`src/vcu_pkg.sv`:
```
package vcu_pkg;

   // Clock and bit rates
   localparam int          CLK_HZ       = 250_000_000;
   localparam int          BAUD_DEFAULT = 115_200;
   localparam int          BAUD_MIN     = 9_600;
   localparam int          BAUD_MAX     = 921_600;
   localparam int          DIV_W        = 16;
   localparam logic [15:0] DIV_DEFAULT  = 16'(CLK_HZ / BAUD_DEFAULT);
   localparam logic [15:0] DIV_LOW      = 16'(CLK_HZ / BAUD_MAX);
   localparam logic [15:0] DIV_HIGH     = 16'(CLK_HZ / BAUD_MIN);

   // Frame format
   localparam int          DATA_BITS    = 8;
   localparam logic [2:0]  LAST_BIT     = 3'(DATA_BITS - 1);
   localparam logic        LINE_IDLE    = 1'b1;
   localparam logic        LINE_START   = 1'b0;

   // Receive buffer
   localparam int          FIFO_WIDTH   = 8;
   localparam int          FIFO_DEPTH   = 32;
   localparam int          CNT_W        = 6;

   // Register map
   localparam int          ADDR_W       = 8;
   localparam logic [7:0]  REG_CTRL     = 8'h00;
   localparam logic [7:0]  REG_BAUD     = 8'h04;
   localparam logic [7:0]  REG_TXDATA   = 8'h08;
   localparam logic [7:0]  REG_RXDATA   = 8'h0C;
   localparam logic [7:0]  REG_STATUS   = 8'h10;

   // Field positions
   localparam int          CTRL_MODE_LSB  = 0;
   localparam int          RXD_VALID_BIT  = 8;
   localparam int          ST_RX_AVAIL    = 0;
   localparam int          ST_RX_FULL     = 1;
   localparam int          ST_TX_HOLD     = 2;
   localparam int          ST_TX_BUSY     = 3;
   localparam int          ST_FRAME_ERR   = 4;
   localparam int          ST_OVERRUN     = 5;
   localparam int          ST_READY       = 6;
   localparam int          ST_PERMIT      = 7;
   localparam int          ST_COUNT_LSB   = 8;

   typedef enum logic [1:0] {
      VCU_HS_NONE     = 2'b00,
      VCU_HS_THROTTLE = 2'b01,
      VCU_HS_GATE     = 2'b10,
      VCU_HS_BOTH     = 2'b11
   } vcu_mode_t;

   localparam vcu_mode_t MODE_RESET = VCU_HS_NONE;

   typedef enum logic [1:0] {
      VCU_IDLE  = 2'b00,
      VCU_START = 2'b01,
      VCU_DATA  = 2'b10,
      VCU_STOP  = 2'b11
   } vcu_fsm_t;

   function automatic logic throttle_on(input vcu_mode_t m);
      return (m == VCU_HS_THROTTLE) || (m == VCU_HS_BOTH);
   endfunction

   function automatic logic gate_on(input vcu_mode_t m);
      return (m == VCU_HS_GATE) || (m == VCU_HS_BOTH);
   endfunction

endpackage

```
`src/vcu_fifo.sv`:
```
module vcu_fifo #(
   parameter int WIDTH = 8,
   parameter int DEPTH = 32
) (
   input  wire logic                         clock,
   input  wire logic                         sys_rst,
   input  wire logic                         in_valid,
   output logic                              in_ready,
   input  wire logic [WIDTH-1:0]             in_data,
   output logic                              out_valid,
   input  wire logic                         out_ready,
   output logic [WIDTH-1:0]                  out_data,
   output logic [$clog2(DEPTH):0]            count
);
   localparam int AW = $clog2(DEPTH);

   typedef struct packed {
      logic [DEPTH-1:0][WIDTH-1:0] mem;
      logic [AW-1:0]               wr;
      logic [AW-1:0]               rd;
      logic [AW:0]                 cnt;
   } vcu_fifo_state_t;

   vcu_fifo_state_t s_reg;
   vcu_fifo_state_t s_next;
   logic            push;
   logic            pop;

   assign in_ready  = s_reg.cnt != (AW+1)'(DEPTH);
   assign out_valid = s_reg.cnt != '0;
   assign out_data  = s_reg.mem[s_reg.rd];
   assign count     = s_reg.cnt;
   assign push      = in_valid && in_ready;
   assign pop       = out_valid && out_ready;

   always_comb begin
      s_next = s_reg;
      if (push) begin
         s_next.mem[s_reg.wr] = in_data;
         s_next.wr = (s_reg.wr == AW'(DEPTH - 1)) ? '0 : s_reg.wr + 1'b1;
      end
      if (pop) begin
         s_next.rd = (s_reg.rd == AW'(DEPTH - 1)) ? '0 : s_reg.rd + 1'b1;
      end
      s_next.cnt = s_reg.cnt + (AW+1)'(push) - (AW+1)'(pop);
   end

   always_ff @(posedge clock) begin
      if (sys_rst) begin
         s_reg <= '0;
      end else begin
         s_reg <= s_next;
      end
   end

endmodule

```
`src/vcu_uart_flow_control.sv`:
```
// Contract
// - After reset the port runs at 115200 bit/s, 8N1, with both handshake lines off.
// - Any bit rate from 9600 to 921600 bit/s is accepted for both directions.
// - With transmit-side handshake on, the permit line is deasserted while the buffer is full.
// - With receive-side handshake on, no new character is sent while the target is not ready.
// - A character already started is finished; only later characters are held back.
// - In mode none the permit line is undriven and the ready line is ignored.
// - In throttle-only mode the permit line is driven and the ready line is ignored.
// - In gate-only mode the permit line is undriven and sending waits for ready.
// - In combined mode the device both throttles the target and waits for ready.
//
// Implementation choices: the address map and the address-and-strobe port.
module vcu_uart_flow_control
   import vcu_pkg::*;
(
   input  wire logic              clock,
   input  wire logic              sys_rst,
   input  wire logic [ADDR_W-1:0] reg_addr,
   input  wire logic [31:0]       reg_wdata,
   input  wire logic              reg_wr,
   input  wire logic              reg_rd,
   output logic [31:0]            reg_rdata,
   input  wire logic              target_txd,
   output logic                   target_rxd,
   output logic                   target_permit_n,
   output logic                   target_permit_oe,
   input  wire logic              target_ready_n
);

   typedef struct packed {
      vcu_mode_t   mode;
      logic [15:0] div;
      logic [7:0]  tx_hold;
      logic        tx_hold_full;
      vcu_fsm_t    tx_st;
      logic [15:0] tx_cnt;
      logic [2:0]  tx_bit;
      logic [7:0]  tx_sh;
      vcu_fsm_t    rx_st;
      logic [15:0] rx_cnt;
      logic [2:0]  rx_bit;
      logic [7:0]  rx_sh;
      logic        rx_push;
      logic [7:0]  rx_byte;
      logic        frame_err;
      logic        overrun;
      logic [1:0]  txd_sync;
      logic [1:0]  rdy_sync;
      logic        txd_line;
      logic        permit_n;
      logic        permit_oe;
      logic [31:0] rd_data;
   } vcu_state_t;

   vcu_state_t       s_reg;
   vcu_state_t       s_next;
   logic             fifo_in_ready;
   logic             fifo_out_valid;
   logic             fifo_pop;
   logic [7:0]       fifo_out_data;
   logic [CNT_W-1:0] fifo_count;
   logic             line_in;
   logic             ready;

   function automatic logic [15:0] clamp_div(input logic [31:0] w);
      if (w < 32'(DIV_LOW)) begin
         return DIV_LOW;
      end
      if (w > 32'(DIV_HIGH)) begin
         return DIV_HIGH;
      end
      return w[15:0];
   endfunction

   function automatic logic addr_is(input logic [ADDR_W-1:0] a, input logic [ADDR_W-1:0] r);
      return a == r;
   endfunction

   vcu_fifo #(
      .WIDTH (FIFO_WIDTH),
      .DEPTH (FIFO_DEPTH)
   ) u_rx_fifo (
      .clock     (clock),
      .sys_rst   (sys_rst),
      .in_valid  (s_reg.rx_push),
      .in_ready  (fifo_in_ready),
      .in_data   (s_reg.rx_byte),
      .out_valid (fifo_out_valid),
      .out_ready (fifo_pop),
      .out_data  (fifo_out_data),
      .count     (fifo_count)
   );

   assign line_in          = s_reg.txd_sync[1];
   assign ready            = !s_reg.rdy_sync[1];
   assign reg_rdata        = s_reg.rd_data;
   assign target_rxd       = s_reg.txd_line;
   assign target_permit_n  = s_reg.permit_n;
   assign target_permit_oe = s_reg.permit_oe;

   always_comb begin
      s_next          = s_reg;
      fifo_pop        = 1'b0;
      s_next.rd_data  = '0;
      s_next.rx_push  = 1'b0;
      s_next.txd_sync = {s_reg.txd_sync[0], target_txd};
      s_next.rdy_sync = {s_reg.rdy_sync[0], target_ready_n};

      // Register writes
      if (reg_wr) begin
         if (addr_is(reg_addr, REG_CTRL)) begin
            s_next.mode = vcu_mode_t'(reg_wdata[CTRL_MODE_LSB +: 2]);
         end else if (addr_is(reg_addr, REG_BAUD)) begin
            s_next.div = clamp_div(reg_wdata);
         end else if (addr_is(reg_addr, REG_TXDATA) && !s_reg.tx_hold_full) begin
            s_next.tx_hold      = reg_wdata[7:0];
            s_next.tx_hold_full = 1'b1;
         end else if (addr_is(reg_addr, REG_STATUS)) begin
            if (reg_wdata[ST_FRAME_ERR]) begin
               s_next.frame_err = 1'b0;
            end
            if (reg_wdata[ST_OVERRUN]) begin
               s_next.overrun = 1'b0;
            end
         end
      end

      // Register reads
      if (reg_rd) begin
         if (addr_is(reg_addr, REG_CTRL)) begin
            s_next.rd_data[CTRL_MODE_LSB +: 2] = s_reg.mode;
         end else if (addr_is(reg_addr, REG_BAUD)) begin
            s_next.rd_data[15:0] = s_reg.div;
         end else if (addr_is(reg_addr, REG_TXDATA)) begin
            s_next.rd_data[7:0] = s_reg.tx_hold;
         end else if (addr_is(reg_addr, REG_RXDATA)) begin
            s_next.rd_data[7:0]         = fifo_out_data;
            s_next.rd_data[RXD_VALID_BIT] = fifo_out_valid;
            fifo_pop                      = fifo_out_valid;
         end else if (addr_is(reg_addr, REG_STATUS)) begin
            s_next.rd_data[ST_RX_AVAIL]  = fifo_out_valid;
            s_next.rd_data[ST_RX_FULL]   = !fifo_in_ready;
            s_next.rd_data[ST_TX_HOLD]   = s_reg.tx_hold_full;
            s_next.rd_data[ST_TX_BUSY]   = s_reg.tx_st != VCU_IDLE;
            s_next.rd_data[ST_FRAME_ERR] = s_reg.frame_err;
            s_next.rd_data[ST_OVERRUN]   = s_reg.overrun;
            s_next.rd_data[ST_READY]     = ready;
            s_next.rd_data[ST_PERMIT]    = s_reg.permit_oe && !s_reg.permit_n;
            s_next.rd_data[ST_COUNT_LSB +: CNT_W] = fifo_count;
         end
      end

      // Transmitter toward the target
      unique case (s_reg.tx_st)
         VCU_IDLE: begin
            s_next.txd_line = LINE_IDLE;
            if (s_reg.tx_hold_full && (!gate_on(s_reg.mode) || ready)) begin
               s_next.tx_st        = VCU_START;
               s_next.tx_sh        = s_reg.tx_hold;
               s_next.tx_hold_full = 1'b0;
               s_next.tx_cnt       = s_reg.div - 16'h0001;
               s_next.txd_line     = LINE_START;
            end
         end
         VCU_START: begin
            if (s_reg.tx_cnt == '0) begin
               s_next.tx_st    = VCU_DATA;
               s_next.tx_bit   = '0;
               s_next.tx_cnt   = s_reg.div - 16'h0001;
               s_next.txd_line = s_reg.tx_sh[0];
            end else begin
               s_next.tx_cnt = s_reg.tx_cnt - 16'h0001;
            end
         end
         VCU_DATA: begin
            // Ready is not looked at here, the started character runs out
            if (s_reg.tx_cnt == '0) begin
               s_next.tx_cnt = s_reg.div - 16'h0001;
               s_next.tx_sh  = {1'b0, s_reg.tx_sh[7:1]};
               if (s_reg.tx_bit == LAST_BIT) begin
                  s_next.tx_st    = VCU_STOP;
                  s_next.txd_line = LINE_IDLE;
               end else begin
                  s_next.tx_bit   = s_reg.tx_bit + 3'h1;
                  s_next.txd_line = s_reg.tx_sh[1];
               end
            end else begin
               s_next.tx_cnt = s_reg.tx_cnt - 16'h0001;
            end
         end
         VCU_STOP: begin
            if (s_reg.tx_cnt == '0) begin
               s_next.tx_st = VCU_IDLE;
            end else begin
               s_next.tx_cnt = s_reg.tx_cnt - 16'h0001;
            end
         end
      endcase

      // Receiver from the target
      unique case (s_reg.rx_st)
         VCU_IDLE: begin
            if (line_in == LINE_START) begin
               s_next.rx_st  = VCU_START;
               s_next.rx_cnt = {1'b0, s_reg.div[15:1]};
            end
         end
         VCU_START: begin
            if (s_reg.rx_cnt == '0) begin
               s_next.rx_st  = (line_in == LINE_START) ? VCU_DATA : VCU_IDLE;
               s_next.rx_bit = '0;
               s_next.rx_cnt = s_reg.div - 16'h0001;
            end else begin
               s_next.rx_cnt = s_reg.rx_cnt - 16'h0001;
            end
         end
         VCU_DATA: begin
            if (s_reg.rx_cnt == '0) begin
               s_next.rx_sh  = {line_in, s_reg.rx_sh[7:1]};
               s_next.rx_cnt = s_reg.div - 16'h0001;
               s_next.rx_bit = s_reg.rx_bit + 3'h1;
               if (s_reg.rx_bit == LAST_BIT) begin
                  s_next.rx_st = VCU_STOP;
               end
            end else begin
               s_next.rx_cnt = s_reg.rx_cnt - 16'h0001;
            end
         end
         VCU_STOP: begin
            if (s_reg.rx_cnt == '0) begin
               s_next.rx_st = VCU_IDLE;
               if (line_in == LINE_IDLE) begin
                  s_next.rx_push = 1'b1;
                  s_next.rx_byte = s_reg.rx_sh;
               end else begin
                  s_next.frame_err = 1'b1;
               end
            end else begin
               s_next.rx_cnt = s_reg.rx_cnt - 16'h0001;
            end
         end
      endcase

      // Buffer overflow, set wins over a clear
      if (s_reg.rx_push && !fifo_in_ready) begin
         s_next.overrun = 1'b1;
      end

      // Permit line toward the target
      s_next.permit_oe = throttle_on(s_reg.mode);
      s_next.permit_n  = throttle_on(s_reg.mode) ? !fifo_in_ready : 1'b1;
   end

   always_ff @(posedge clock) begin
      if (sys_rst) begin
         s_reg          <= '0;
         s_reg.mode     <= MODE_RESET;
         s_reg.div      <= DIV_DEFAULT;
         s_reg.txd_line <= LINE_IDLE;
         s_reg.permit_n <= 1'b1;
         s_reg.txd_sync <= 2'b11;
         s_reg.rdy_sync <= 2'b11;
      end else begin
         s_reg <= s_next;
      end
   end
endmodule

```
`config.mk`:
```
export PLATFORM = sky130hd
export DESIGN_NAME = vcu_uart_flow_control
export DESIGN_NICKNAME = d
export VERILOG_FILES = /design/src/vcu_pkg.sv /design/src/vcu_fifo.sv /design/src/vcu_uart_flow_control.sv
export SDC_FILE = /design/constraint.sdc
export NUM_CORES = 1
export LEC_CHECK = 0
export ABC_AREA = 1
export BUFFER_PORTS_ARGS = -buffer_cell sky130_fd_sc_hd__buf_2
export CORE_AREA = 2 2 175 211
export DETAILED_ROUTE_END_ITERATION = 10
export DIE_AREA = 0 0 177 213
export GPL_TIMING_DRIVEN = 0
export PLACE_DENSITY = 0.81
export SETUP_SLACK_MARGIN = 0.15
export SYNTH_ARGS = -nofsm -noshare
export SYNTH_HDL_FRONTEND = slang
export SYNTH_SLANG_ARGS = --single-unit
```
`constraint.sdc`:
```
create_clock -name clock -period 2.6 [get_ports clock]
set_clock_uncertainty 0.1 [all_clocks]
set_input_delay 0.13 -clock clock [delete_from_list [all_inputs] [get_ports clock]]
set_output_delay 0.13 -clock clock [all_outputs]
set_load 0.03 [all_outputs]
```
# Word level (Yosys, flattened, before mapping)
# Index checks and enable logic that the tools add are counted.
# op_classes
n_lt_le_gt_ge	5
eq_ne	34
muxes	80
n_bitwise	6
add_sub_neg	9
reduce_logical	48
# op_table
operator	count
256-bit bitwise mux	1
18-bit one-hot mux with 4 select lines	2
16-bit 2-to-1 mux	8
16-bit by 1-bit subtractor with 16-bit output, second input constant	3
8-bit binary-select mux with 5-bit select	1
8-bit demux with 5-bit select	1
32-bit by 15-bit greater-than comparator with 1-bit output, second input constant	1
16-bit zero test	2
32-bit by 9-bit less-than comparator with 1-bit output, second input constant	1
8-bit 2-to-1 mux	4
2-bit 2-to-1 mux	15
1-bit 2-to-1 mux	29
14-bit 2-to-1 mux	2
2-bit != test, second input constant	13
11-bit 2-to-1 mux	2
19-bit 2-to-1 mux	1
18-bit 2-to-1 mux	1
9-bit 2-to-1 mux	2
8-bit by 4-bit == test with 1-bit output, second input constant	2
8-bit one-hot mux with 2 select lines	1
5-bit 2-to-1 mux	3
3-bit AND reduction	5
2-bit nonzero test	7
2-bit == test, second input constant	6
other kinds (32)	69
# word_totals
elab_cells	242
inputBits	46
reg_bits	407

# Depth between registers and ports, before layout
# logic_depth
ltp_word	11
ltp_mapped	17
ltp_nobuf	17

# By module
# From an unflattened synthesis, not the netlist that was laid out.
# unflattened
hier_cells	3405
hier_area_um2	21448.1
# by_module_without_submodules
module	seq_area_each_um2	instances	cells_per_inst	area_per_inst_um2
vcu_fifo	5445.2	1	2272	14052.2
vcu_uart_flow_control	2382.3	1	1133	7395.8

# Least setup slack after synthesis
# No wires, ideal clock.
# synth_timing
path_kind	reg2reg
startpoint	register u_rx_fifo.s_reg, in the netlist u_rx_fifo.count[2]
endpoint	register u_rx_fifo.s_reg, in the netlist u_rx_fifo.count[4]
path_slack_ns	0.077
setup_time_ns	0.070
period_less_slack_ns	2.523
path_buffers	0
stages_incl_launch_ff	17
t_arrival_ns	2.353
required_time_ns	2.430
path_cell_list	dfxtp_1 -> inv_1 -> ha_1 -> nand4_1 -> nand2_1 -> and2b_1 -> ha_1 -> inv_1 -> ha_1 -> fa_1 -> nand2_1 -> inv_1 -> nor2_1 -> nor2_1 -> nor2_1 -> o21ai_0 -> a21oi_1
# synth_between
elab_chain_len	8
elab_cells_between_ends	11
cone_classes	2 x add/sub; 1 x eq/ne; 5 x mux; 3 x reduce/logical
# synth_rtl
item	line_no	text
start: declaration	vcu_fifo.sv:24	vcu_fifo_state_t s_reg;
start signal: assignment	vcu_fifo.sv:52	s_reg <= s_next;
6-bit nonzero test *	vcu_fifo.sv:30	assign out_valid = s_reg.cnt != '0;
1-bit 2-to-1 mux	vcu_uart_flow_control.sv:136	end else if (addr_is(reg_addr, REG_RXDATA)) begin
1-bit 2-to-1 mux	vcu_uart_flow_control.sv:134	end else if (addr_is(reg_addr, REG_TXDATA)) begin
1-bit 2-to-1 mux	vcu_uart_flow_control.sv:132	end else if (addr_is(reg_addr, REG_BAUD)) begin
1-bit 2-to-1 mux	vcu_uart_flow_control.sv:130	if (addr_is(reg_addr, REG_CTRL)) begin
1-bit 2-to-1 mux	vcu_uart_flow_control.sv:129	if (reg_rd) begin
1-bit logical AND *	vcu_fifo.sv:34	assign pop = out_valid && out_ready;
named net u_rx_fifo.pop	vcu_fifo.sv:27	logic pop;
6-bit by 1-bit subtractor with 6-bit output *	vcu_fifo.sv:45	s_next.cnt = s_reg.cnt + (AW+1)'(push) - (AW+1)'(pop);
# The timed path passes the listed nets; every way through them passes the cells marked *.
# A chain may end at the register's enable or synchronous reset.

# Final worst setup path
# layout_timing
startpoint	register u_rx_fifo.s_reg, in the netlist u_rx_fifo.count[3]
endpoint	register u_rx_fifo.s_reg, in the netlist u_rx_fifo.count[4]
# Same word-level chain as after synthesis.

==> run summary <==
The flow ran to the end, but the final reports show violations. The final reports fail on negative setup slack. After synthesis, the most frequently instantiated cells are sky130_fd_sc_hd__nor2_1 (452), sky130_fd_sc_hd__nand2_1 (440), sky130_fd_sc_hd__dfxtp_1 (391), sky130_fd_sc_hd__o21ai_0 (367), sky130_fd_sc_hd__a21oi_1 (311). Data on the critical path is required at its endpoint by 2990 ps. The clock edge transition at the registers on the reported setup and hold paths works out to 60 ps.

The H-tree was split into 2 levels. After synthesis the cells add up to 0.0194 mm^2. The logs give 570 ps for the worst-skew pair later-pin latency and 2 for the number of setup violations in the final report.

Yosys instantiated no cell more often than sky130_fd_sc_hd__nor2_1. The pre-antenna-repair detailed-routing pass consisted of 8 iterations. For the maximum number of buffers from clock root to sink, the log shows 3. By area, the combinational part of the netlist is dominated by simple AND/OR/NAND/NOR gates. The tree is rooted in a sky130_fd_sc_hd__clkbuf_16. Synthesized area divided by synthesized cell count: 6.85 um^2.

The nature of the critical path startpoint was a flop. The primary flip-flop cell chosen by synthesis mapping was sky130_fd_sc_hd__dfxtp_1. The x dimension of the die was 177 um. By startpoint and endpoint, the worst setup path is classified as flop to flop.

With fillers left out, the area of the finished cells amounts to 0.0224 mm^2. In the finished design, the share of the clock period the worst path needs comes to 103%. The count of flip-flops with a built-in enable after synthesis is 0, and the effective utilization at floorplan is 54.4%. Measured in cells, the most critical reg-to-reg path has a length of 16. The number of buffers and inverters on the critical path is 3, and the final routed wirelength across all metal layers is 73.4 mm. The height of the die came out at 213 um. The tools report the pre-CTS setup slack as -498 ps.

The worst-path cell with the longest stage delay was sky130_fd_sc_hd__fa_2. Detailed placement ended at an HPWL of 52.7 mm. The worst path needs 2670 ps of the cycle, external delays included.

The run gives 3070 ps as the data arrival time at the worst-slack endpoint. Across the run, the number of max-cap violations was 0. The post-synthesis simple-gate area fraction was 25.6%; the number of hold-slack violations in the final timing report was 0. The setup TNS after final layout came out at -83.5 ps. Counting distinct cell types in the post-synthesis netlist gives 54. The tools report the total number of yosys warnings as 0. The kind of cell with the highest combined delay along the critical path is adder cells. For flop-to-flop paths, the worst setup slack is -70 ps. Routability-driven placement finished with a final weighted congestion of 1.01. The tools report the endpoint of the worst setup timing path as u_rx_fifo.count[4].

Summing the areas of all compound-gate instances in the mapped netlist gives 20.1% of the synthesized area. Launching point of the worst reg2reg path: u_rx_fifo.count[3]. For this run, the register share of the synthesized area comes to 40.3%. The total number of vias was 20500; the synthesized-area fraction occupied by adder cells was 1.91%. For the largest vdd supply drop, the log shows 0.962 mV. The DRC violation count after routing came out at 0.

The tools report the I/O pin count as 81. The critical path goes through inv_2 > ha_4 > nand4_1 > nand2_1 > and2b_4 > ha_4 > inv_2 > ha_4 > fa_2 > nand2_2 > inv_2 > nor2_2 > nor2_1 > nor2_1 > o21ai_1 > a21oi_1. Fill cells in the final layout number 3285. TritonCTS created 42 clock buffers.

The number of nets with antenna violations after detailed routing is 0, and the core area is 0.0357 mm^2. Clock tree synthesis found a total of 391 sinks. Counting flops and latches in the post-synthesis netlist gives 391. STA classifies the critical path endpoint as a flop. The via count of the first global-routing pass was 19500.

In the routed layout, each cell is associated on average with a via count of 5.88. Entering global routing, the biggest net connects 15 pins. The count of port buffers added during placement was 63; the power consumption was 15.6 mW. By area the synthesized netlist is led by sky130_fd_sc_hd__dfxtp_1 (40%), sky130_fd_sc_hd__o21ai_0 (9.5%), sky130_fd_sc_hd__nor2_1 (8.7%), sky130_fd_sc_hd__nand2_1 (8.5%), sky130_fd_sc_hd__a21oi_1 (8.0%). In this run the power density over the cells is 695 mW/mm^2.

For the upper clock frequency limit, the log shows 374 MHz. For this run the aggregate overflow at the end of global routing stands at 0. The die covers 0.0377 mm^2.

Of all nets on the critical path, the largest fanout is 2. In this run the number of cells on the critical path is 16. Counting every instance in the synthesized netlist gives 2832. The final count of pins violating max slew was 0. The transition time at the pin with the least slew margin was 1060 ps. The fraction of synthesis flops using an asynchronous set or reset pin was 0%. The per-cell routed wire length came out at 21.0 um. On the final layout, the worst hold slack is 20.6 ps.

The number of placement rows is 76. The synthesized design spends more area on one cell type than any other, namely sky130_fd_sc_hd__dfxtp_1. Capturing point of the worst reg2reg path: u_rx_fifo.count[4].

Setup repair after global routing could not meet its margin everywhere. Worst setup path startpoint: u_rx_fifo.count[3]. Across every metal layer, demand over resource in global routing totals 38.4%.

The tools report the number of antenna violations at the first check in global routing as 1. TritonCTS built the clock tree. Of the post-synthesis cell area, the part taken by muxes is 0%. The area fraction of the dominant cell type after synthesis is 40.3%. The class of the worst hold path is input pin to flop. The post-detailed-placement cell area is 0.0204 mm^2, and the slack of the critical path is -74.1 ps.

Xor and xnor fraction of the mapped netlist area: 1.58%. The initial DRC count was 2183; the fraction of final layout cells with drive strength greater than 1 was 13.1%. The flip-flop count of the largest register after layout was 266; the max-slew headroom at the worst pin was 28.5%. The first global-routing pass estimated 110 mm of wire. The multi-input combinational cells in the finished layout cover a total of 0.00985 mm^2. In this design, the stage delay of the slowest critical-path cell is 350 ps. Registers take 0.00783 mm^2.

Number of nets at the end of the flow: 3067. The tools report the worst min-delay path startpoint as reg_addr[3]. Summed over all cells, the static leakage comes to 9.55 nW. The post-synthesis to final-layout area growth was 15.5%; the worst hold path depth was 6.
[placed cells by master (no fill, tap or decap), types with 18 or more instances in the layout]
cell / n
sky130_fd_sc_hd__nor2_2: 22
sky130_fd_sc_hd__buf_2: 107
sky130_fd_sc_hd__nand4_1: 18
sky130_fd_sc_hd__clkbuf_16: 43
sky130_fd_sc_hd__xor2_1: 25
sky130_fd_sc_hd__nand3_1: 160
sky130_fd_sc_hd__nand2_1: 438
sky130_fd_sc_hd__inv_1: 250
sky130_fd_sc_hd__clkbuf_1: 79
sky130_fd_sc_hd__dlygate4sd3_1: 23
sky130_fd_sc_hd__dfxtp_1: 387
sky130_fd_sc_hd__nor2_1: 434
sky130_fd_sc_hd__a21oi_1: 309
sky130_fd_sc_hd__o21ai_1: 21
sky130_fd_sc_hd__inv_2: 36
sky130_fd_sc_hd__o21ai_0: 362
sky130_fd_sc_hd__buf_4: 57
sky130_fd_sc_hd__ha_1: 23
[cell families after synthesis]
group | after synthesis
simple gates | 1156
compound gates | 751
buf+inv | 469
flops | 391
xor+xnor | 35
fa+ha+maj | 29
other cells | 1
[routing by layer]
layer | global-route usage [%] | routed length, um | vias to the layer above
li1 | - | - | 9499
met1 | 42.3 | 25600 | 9469
met2 | 63.0 | 33800 | 1174
met3 | 7.26 | 6760 | 369
met4 | 34.0 | 7240 | 0
met5 | 0 | 0 | -
[cell type report]
cell class	count	area share, %
timing repair buffer	101	2.95
multi-input combinational	1987	44.0
clock inverter	19	1.05
antenna	1	0.0112
clock buffer	55	5.31
sequential	391	34.9
tap	468	2.61
buffer	178	4.24
inverter	291	4.94
[repair_timing]
action,CTS,global route
pin swaps,11,9
endpoints found under the hold margin,37,0
cloned,0,0
setup buffers,11,4
resized for setup,29,55
setup endpoints to repair,18,133
hold buffers,23,0
[through the flow]
stage	instances	utilization, %
final	3491	62.9
after global routing	3490	62.9
after CTS	3486	62.3
after detailed placement	3378	57.2
after global placement	3378	57.2
after floorplan	2847	-
[power by group]
part	internal, mW	leakage (nW)	switching, mW
Clock	3.73	0.701	2.60
Sequential	6.20	3.16	0.189
Combinational	0.993	5.69	1.86
[worst reg2reg max path, delay by kind of cell (launching register included)]
kind                     cells  cell delay, ps
adder cells (fa/ha/maj)      4             900
flip-flops                   1             320
AND/OR/NAND/NOR              7             870
AO/OA/AOI/OAI                2             250
buffers and inverters        3             160
[worst min path at each step]
| stage | endpoint | slack [ps] |
|---|---|---|
| final | s_reg[130] | 20 |
| after global routing | s_reg[130] | 40 |
| after CTS | s_reg[131] | 10 |
| after detailed placement | s_next[38] | 210 |
| after global placement | s_next[38] | 210 |
| after floorplan | s_next[36] | 130 |
Note: power is estimated with default switching activity, not from simulation.
